File: src/rtl/abs_map.svh
/*
  constants for the converter scan cells: chain layout, reset values, timing.
  assumes inclusion by bare name from the package and the design files.
*/
`ifndef ABS_MAP_SVH
`define ABS_MAP_SVH

// control cell positions in the chain, scan-out end first
`define ABS_POS_GAIN_CLK 0
`define ABS_POS_GAIN_PATH 1
`define ABS_POS_BANDGAP_NEG 2
`define ABS_POS_CONV_PWR 3
`define ABS_POS_AMP_PWR 4
`define ABS_POS_DAC_LSB 5
`define ABS_POS_BYPASS 15
`define ABS_POS_GAIN_X10 16
`define ABS_POS_GAIN_X20 17
`define ABS_POS_NEG_GND 18
`define ABS_POS_HOLD 19
`define ABS_POS_IREF 20
`define ABS_NUM_CTRL 21
`define ABS_DAC_BITS 10
// recommended idle values: dac midscale, bypass 1, hold 1, all else 0
`define ABS_CTRL_RESET 21'h08_C000
`define ABS_DAC_MIDSCALE 10'h200
`define ABS_SYNC_STAGES 2
`define ABS_CLK_PERIOD_NS 20
`define ABS_SETTLE_NS 200
`define ABS_SETTLE_CYC ((`ABS_SETTLE_NS + `ABS_CLK_PERIOD_NS - 1) / `ABS_CLK_PERIOD_NS)

`endif

File: src/rtl/abs_pkg.sv
/*
  types for the converter scan cells.
  assumes abs_map.svh is on the include path.
*/
`include "abs_map.svh"
package abs_pkg;
  typedef logic [`ABS_NUM_CTRL-1:0] abs_ctrl_t;
  typedef logic [`ABS_DAC_BITS-1:0] abs_dac_t;
  typedef logic [7:0] abs_cnt_t;
endpackage

File: src/rtl/abs_scan_cells.sv
/*
  boundary-scan cells for the converter controls and comparator observe bit.
  assumes a test access controller drives the scan pins on its own clock,
  which is sampled here and edge-detected; capture is a level held around a
  test clock rising edge, update a level held around a falling edge.
*/
//
// Behaviour
// - every converter control and observe bit scanned
// - gain stages clocked from scanned clock
// - gain path enable links gain output
// - converter powered only while power-on high
// - amplifiers powered only while power-on high
// - ten-bit dac word, bit nine msb
// - bypass routes channels zero to three
// - ground enable grounds comparator negative input
// - hold low tracks, hold high keeps
`include "abs_map.svh"
module abs_scan_cells (
  input wire logic CLK_IN,
  input wire logic RESET_IN,
  input wire logic TEST_CLK_IN,
  input wire logic SCAN_IN,
  input wire logic SHIFT_DR_IN,
  input wire logic CAPTURE_DR_IN,
  input wire logic UPDATE_DR_IN,
  input wire logic EXTEST_IN,
  input wire logic COMPARATOR_IN,
  input wire abs_pkg::abs_ctrl_t FUNC_CTRL_IN,
  output logic SCAN_OUT,
  output logic GAIN_STAGE_CLK_OUT,
  output logic GAIN_PATH_ENABLE_OUT,
  output logic BANDGAP_NEG_ENABLE_OUT,
  output logic CONVERTER_POWER_ON_OUT,
  output logic AMPLIFIER_POWER_ON_OUT,
  output abs_pkg::abs_dac_t DAC_WORD_OUT,
  output logic BYPASS_CHANNEL_ROUTE_OUT,
  output logic GAIN_X10_ENABLE_OUT,
  output logic GAIN_X20_ENABLE_OUT,
  output logic NEG_INPUT_GROUND_OUT,
  output logic HOLD_OUT,
  output logic INTERNAL_REF_ENABLE_OUT,
  output logic COMPARATOR_OUT,
  output logic SETTLED_OUT
);
  import abs_pkg::*;

  localparam int NSYNC = 7;
  localparam int CHAIN = `ABS_NUM_CTRL + 1;
  localparam abs_ctrl_t RST = `ABS_CTRL_RESET;

  logic [NSYNC-1:0] raw_pins;
  logic [NSYNC-1:0] pins_s;
  logic tck_s, tdi_s, shift_s, capt_s, upd_s, ext_s, comp_s;
  logic tck_prev_ff;
  logic [CHAIN-1:0] shift_ff;
  abs_ctrl_t upd_ff;
  abs_ctrl_t ctrl_sel;
  abs_cnt_t settle_ff;
  logic tck_rise, tck_fall;
  logic [CHAIN-1:0] nxt_shift;
  abs_ctrl_t nxt_upd;
  abs_cnt_t nxt_settle;
  logic conv_pwr;

  assign raw_pins = {COMPARATOR_IN, EXTEST_IN, UPDATE_DR_IN, CAPTURE_DR_IN,
                     SHIFT_DR_IN, SCAN_IN, TEST_CLK_IN};

  // every pin from the test controller and the analog comparator is resynced
  abs_sync #(.WIDTH(NSYNC), .RESET_VAL('0)) u_sync (
    .clk_in(CLK_IN),
    .reset_in(RESET_IN),
    .d_in(raw_pins),
    .q_out(pins_s)
  );

  assign {comp_s, ext_s, upd_s, capt_s, shift_s, tdi_s, tck_s} = pins_s;
  assign tck_rise = tck_s & ~tck_prev_ff;
  assign tck_fall = ~tck_s & tck_prev_ff;

  // chain bit 0 is the comparator observe cell, then one cell per control
  assign nxt_shift = (tck_rise && shift_s) ? {tdi_s, shift_ff[CHAIN-1:1]} :
                     (tck_rise && capt_s) ? {upd_ff, comp_s} :
                     shift_ff;
  // update latch loads on the falling test clock edge of the update state
  assign nxt_upd = (tck_fall && upd_s) ? shift_ff[CHAIN-1:1] : upd_ff;

  // extest gives the chain control, otherwise the functional logic drives
  assign ctrl_sel = ext_s ? upd_ff : FUNC_CTRL_IN;
  assign conv_pwr = ctrl_sel[`ABS_POS_CONV_PWR];

  // settle counter restarts whenever the converter is off
  assign nxt_settle = !conv_pwr ? abs_cnt_t'(0) :
                      (settle_ff == abs_cnt_t'(`ABS_SETTLE_CYC)) ? settle_ff :
                      settle_ff + abs_cnt_t'(1);

  always_ff @(posedge CLK_IN or posedge RESET_IN) begin
    if (RESET_IN) begin
      tck_prev_ff <= 1'b0;
      shift_ff <= {`ABS_CTRL_RESET, 1'b0};
      upd_ff <= `ABS_CTRL_RESET;
      settle_ff <= 8'h00;
    end else begin
      tck_prev_ff <= tck_s;
      shift_ff <= nxt_shift;
      upd_ff <= nxt_upd;
      settle_ff <= nxt_settle;
    end
  end

  // one short register per output; control resets come from the idle control word, scan, comparator and settled reset to 0
  always_ff @(posedge CLK_IN or posedge RESET_IN) begin
    if (RESET_IN) begin
      SCAN_OUT <= 1'b0;
    end else begin
      SCAN_OUT <= shift_ff[0];
    end
  end

  always_ff @(posedge CLK_IN or posedge RESET_IN) begin
    if (RESET_IN) begin
      GAIN_STAGE_CLK_OUT <= RST[`ABS_POS_GAIN_CLK];
    end else begin
      GAIN_STAGE_CLK_OUT <= ctrl_sel[`ABS_POS_GAIN_CLK];
    end
  end

  always_ff @(posedge CLK_IN or posedge RESET_IN) begin
    if (RESET_IN) begin
      GAIN_PATH_ENABLE_OUT <= RST[`ABS_POS_GAIN_PATH];
    end else begin
      GAIN_PATH_ENABLE_OUT <= ctrl_sel[`ABS_POS_GAIN_PATH];
    end
  end

  always_ff @(posedge CLK_IN or posedge RESET_IN) begin
    if (RESET_IN) begin
      BANDGAP_NEG_ENABLE_OUT <= RST[`ABS_POS_BANDGAP_NEG];
    end else begin
      BANDGAP_NEG_ENABLE_OUT <= ctrl_sel[`ABS_POS_BANDGAP_NEG];
    end
  end

  always_ff @(posedge CLK_IN or posedge RESET_IN) begin
    if (RESET_IN) begin
      CONVERTER_POWER_ON_OUT <= RST[`ABS_POS_CONV_PWR];
    end else begin
      CONVERTER_POWER_ON_OUT <= conv_pwr;
    end
  end

  always_ff @(posedge CLK_IN or posedge RESET_IN) begin
    if (RESET_IN) begin
      AMPLIFIER_POWER_ON_OUT <= RST[`ABS_POS_AMP_PWR];
    end else begin
      AMPLIFIER_POWER_ON_OUT <= ctrl_sel[`ABS_POS_AMP_PWR];
    end
  end

  always_ff @(posedge CLK_IN or posedge RESET_IN) begin
    if (RESET_IN) begin
      DAC_WORD_OUT <= `ABS_DAC_MIDSCALE;
    end else begin
      DAC_WORD_OUT <= ctrl_sel[`ABS_POS_DAC_LSB +: `ABS_DAC_BITS];
    end
  end

  always_ff @(posedge CLK_IN or posedge RESET_IN) begin
    if (RESET_IN) begin
      BYPASS_CHANNEL_ROUTE_OUT <= RST[`ABS_POS_BYPASS];
    end else begin
      BYPASS_CHANNEL_ROUTE_OUT <= ctrl_sel[`ABS_POS_BYPASS];
    end
  end

  always_ff @(posedge CLK_IN or posedge RESET_IN) begin
    if (RESET_IN) begin
      GAIN_X10_ENABLE_OUT <= RST[`ABS_POS_GAIN_X10];
    end else begin
      GAIN_X10_ENABLE_OUT <= ctrl_sel[`ABS_POS_GAIN_X10];
    end
  end

  always_ff @(posedge CLK_IN or posedge RESET_IN) begin
    if (RESET_IN) begin
      GAIN_X20_ENABLE_OUT <= RST[`ABS_POS_GAIN_X20];
    end else begin
      GAIN_X20_ENABLE_OUT <= ctrl_sel[`ABS_POS_GAIN_X20];
    end
  end

  always_ff @(posedge CLK_IN or posedge RESET_IN) begin
    if (RESET_IN) begin
      NEG_INPUT_GROUND_OUT <= RST[`ABS_POS_NEG_GND];
    end else begin
      NEG_INPUT_GROUND_OUT <= ctrl_sel[`ABS_POS_NEG_GND];
    end
  end

  always_ff @(posedge CLK_IN or posedge RESET_IN) begin
    if (RESET_IN) begin
      HOLD_OUT <= RST[`ABS_POS_HOLD];
    end else begin
      HOLD_OUT <= ctrl_sel[`ABS_POS_HOLD];
    end
  end

  always_ff @(posedge CLK_IN or posedge RESET_IN) begin
    if (RESET_IN) begin
      INTERNAL_REF_ENABLE_OUT <= RST[`ABS_POS_IREF];
    end else begin
      INTERNAL_REF_ENABLE_OUT <= ctrl_sel[`ABS_POS_IREF];
    end
  end

  always_ff @(posedge CLK_IN or posedge RESET_IN) begin
    if (RESET_IN) begin
      COMPARATOR_OUT <= 1'b0;
    end else begin
      COMPARATOR_OUT <= comp_s;
    end
  end

  always_ff @(posedge CLK_IN or posedge RESET_IN) begin
    if (RESET_IN) begin
      SETTLED_OUT <= 1'b0;
    end else begin
      SETTLED_OUT <= (settle_ff == abs_cnt_t'(`ABS_SETTLE_CYC));
    end
  end
endmodule

File: src/rtl/abs_sync.sv
/*
  two-stage synchroniser for a group of level inputs.
  assumes async active-high reset and inputs from outside the clock domain.
*/
module abs_sync #(
  parameter int WIDTH = 1,
  parameter logic [WIDTH-1:0] RESET_VAL = '0
) (
  input wire logic clk_in,
  input wire logic reset_in,
  input wire logic [WIDTH-1:0] d_in,
  output logic [WIDTH-1:0] q_out
);
  logic [WIDTH-1:0] meta_ff;

  always_ff @(posedge clk_in or posedge reset_in) begin
    if (reset_in) begin
      meta_ff <= RESET_VAL;
      q_out <= RESET_VAL;
    end else begin
      meta_ff <= d_in;
      q_out <= meta_ff;
    end
  end
endmodule
File: config.mk
export PLATFORM = sky130hd
export DESIGN_NAME = abs_scan_cells
export DESIGN_NICKNAME = d
export VERILOG_FILES = /design/src/rtl/abs_pkg.sv /design/src/rtl/abs_scan_cells.sv /design/src/rtl/abs_sync.sv
export VERILOG_INCLUDE_DIRS = /design/src /design/src/rtl
export SDC_FILE = /design/constraint.sdc
export NUM_CORES = 1
export LEC_CHECK = 0
export BUFFER_PORTS_ARGS = -buffer_cell sky130_fd_sc_hd__buf_2
export CORE_UTILIZATION = 40
export CTS_BUF_LIST = sky130_fd_sc_hd__clkbuf_16
export DETAILED_ROUTE_END_ITERATION = 6
export PLACE_DENSITY = 0.65
export SYNTH_ARGS = -nofsm -noshare
export SYNTH_HDL_FRONTEND = slang
export SYNTH_HIERARCHICAL = 1
export SYNTH_SLANG_ARGS = --single-unit
File: constraint.sdc
create_clock -name CLK_IN -period 2.34 [get_ports CLK_IN]
set_input_delay 0.468 -clock CLK_IN [delete_from_list [all_inputs] [get_ports CLK_IN]]
set_output_delay 0.468 -clock CLK_IN [all_outputs]
set_load 0.02 [all_outputs]
==> flow_summary.json <==
{
  "p_sw_uw": 760.9,
  "intPower_uw": 2611,
  "worstPathCellList": "o21bai_2 > mux2_2",
  "crit_fanout": 22,
  "setup_viol": 0,
  "drt-pass1-iter-count": 4,
  "fp.dieH_um": 97.10,
  "yosysMostFrequentCell": "dfrtp_1",
  "core-area_mm2": 0.008721,
  "cts_tree": "done",
  "synthTopCellsByCount": "81 x dfrtp_1, 61 x mux2_2, 20 x mux2_4, 9 x dfstp_2, 6 x buf_2",
  "cts_setup_buffers": 0,
  "vias_per_cell": 4.935,
  "r2r-start": "u_sync/q_out[2]",
  "cp-end-kind": "register",
  "ant_nets": 0,
  "portBuffers": 53,
  "cts_hold_buf": 0,
  "synth.top_cell.area_share_pct": 56.04,
  "hold_viol": 0,
  "p_sw_share_pct": 22.56,
  "placed_cells": 387,
  "yosysWarnings": 6,
  "grt.total_usage_pct": 13.76,
  "max_slew_margin_pct": 25.63,
  "synthArstFlopShare_pct": 100.0,
  "initial_core_util_pct": 41.48,
  "die_w_um": 97.10,
  "yosysSeqAreaShare_pct": 62.57,
  "crit_type": "register to register",
  "slowest_stage": "o21bai_2",
  "worst_pin_slew_ns": 1.115,
  "synthCells": 228,
  "dieArea_mm2": 0.009427,
  "drive_gt1_share_pct": 55.93,
  "grtUsageMet1_pct": 18.69,
  "num-nets-final": 322,
  "netlist_area_mm2": 0.003617,
  "cts_root_buf": "clkbuf_16",
  "clk_pin_slew_worst_paths_ns": 0.06,
  "leakage_uw": 0.002123,
  "synth_cell_types": 31,
  "setup.worst_path.start_class": "register",
  "synth_flop_cell": "dfrtp_1",
  "irDropWorstVdd_uv": 347.7,
  "synth-edff-count": 0,
  "ys_seq_elements": 90,
  "yosysTopAreaCell": "dfrtp_1",
  "post_cts_resize_count": 0,
  "finalCritPeriodShare_pct": 79.75,
  "io_pins": 54,
  "pwr-share-comb_pct": 8.6,
  "clkSinkCount": 90,
  "rows": 34,
  "crit_start": "u_sync/q_out[2]",
  "seqPwrFrac_pct": 50.9,
  "period_needed_ns": 1.866,
  "setup_tns_ns": 0,
  "cts_max_level": 3,
  "hp-class": "primary input to asynchronous set/reset pin",
  "cts_buffer_depth": 2,
  "dp.final_hpwl_um": 3724,
  "timing.clock.skew_ns": 0.006840,
  "synth.area.top_cells": "dfrtp_1 56%, mux2_2 19%, mux2_4 8.3%",
  "rsz0062_at_grt": "false",
  "grt-busiest-layer": "met2",
  "clock_latency_ns": 0.33,
  "grt_pass1_vias": 1981,
  "drc": 0,
  "grt_use_met3_pct": 5.108,
  "powerDensity_mw_per_mm2": 782.4,
  "place.gp.congestion": 0.7025,
  "crit_required_ns": 2.56,
  "drt_iter0_markers": 46,
  "vias": 1989,
  "drt-total-wl_um": 5900,
  "cap_violations": 0,
  "synthToLayoutAreaGrowth_pct": 19.16,
  "met2_usage_pct": 19.93,
  "antenna_found_initial": 0,
  "postSynthAreaPerCell_um2": 15.86,
  "clkPwrFrac_pct": 40.5,
  "crit_arrival_ns": 2.08,
  "grt_first_pass_wirelength_um": 9984,
  "cts_buffers": 9,
  "slew_violations": 0,
  "timing.fmax_ghz": 0.5359,
  "grt_max_degree": 28,
  "n_antenna_cell": 0,
  "stdcell_count": 403,
  "status": "finished clean",
  "overflow": 0,
  "crit_path_max_incr_delay_ns": 0.89,
  "synthesis.nets": 260,
  "routedWlPerCell_um": 14.64
}
==> layout by cell type, fill, tap and decap left out, types with 2 or more instances in the layout <==
cell and instances:
inv_1 7, nand4_1 2, a22oi_1 2, or3_1 4
nor3_1 2, o21ai_0 3, o2bb2ai_1 2, a21oi_1 4
clkbuf_16 9, mux2_4 20, nand3_1 5, xor2_1 2
mux2_2 61, buf_2 53, clkinv_2 2, buf_4 5
nor2_1 3, dfrtp_1 81, dfstp_2 9, ha_1 2
==> final cells by class <==
cell class	count	area [um2]
fill	756	4410
sequential	90	2263
multi-input combinational	125	1286
timing repair buffer	59	322.8
clock buffer	9	225.2
tap	108	135.1
clock inverter	7	55.05
inverter	5	22.52
==> state kept, by name (all words and copies together) (netlist names), 7 cells and up <==
register and count:
DAC_WORD_OUT 10, settle_ff 8, shift_ff 22, u_sync/meta_ff 7, upd_ff 21, u_sync/q_out 7
==> stage by stage <==
stage,cell area [um2],util [%],total power [uW],setup WS (ns),hold slack [ns]
after floorplan,3621,-,1931,0.8576,0.3312
after global placement,4030,46.21,2033,0.4834,0.3346
after detailed placement,4030,46.21,2041,0.4511,0.3363
after CTS,4310,49.43,3417,0.4524,0.1779
after global routing,4310,49.43,3523,0.3859,0.1987
final,4310,49.43,3372,0.4738,0.1761
==> critical path, delay by kind of cell, from the launching register on <==
kind	cells	cell delay (ns)
AOI/OAI and AO/OA	1	0.89
DFF	1	0.42
muxes	1	0.43
==> power groups by stage <==
stage	combinational (uW)	sequential, uW	clock, uW
floorplan	162	1770	0
global placement	289	1740	0
detailed placement	296	1750	0
CTS	296	1720	1400
global route	315	1730	1480
finish	289	1720	1370
==> cell families (layout without fill, tap and decap cells) <==
group | count (synthesis) | after routing | synth area share [%]
AOI/OAI and AO/OA | 14 | 14 | 2.421
xor gates and xnor gates | 2 | 2 | 0.4843
adders and majority gates | 2 | 2 | 0.6917
buffers and inverters | 13 | 80 | 1.972
DFF | 90 | 90 | 62.57
muxes | 82 | 82 | 27.57
and+or+nand+nor | 25 | 25 | 4.289
==> worst paths after layout <==
check                                     to  depth (start not counted)  slack [ns]
max                              shift_ff[7]                          2        0.47
min                              tck_prev_ff                          2        0.18
min in group CLK_IN        u_sync/meta_ff[3]                          1        0.23
max reg2reg                      shift_ff[7]                          2        0.47
min reg2reg                  u_sync/q_out[4]                          0        0.35
max in group asynchronous         upd_ff[15]                          3        1.53
==> routing by layer <==
layer  wire, um  vias up  part of all wire, %
met3        265        8                  4.5
met5          0        -                    0
met4        107        0                  1.8
met1       2858     1003                   48
li1           -      937                    -
met2       2668       41                   45
Power figures use the tool's default switching activity.
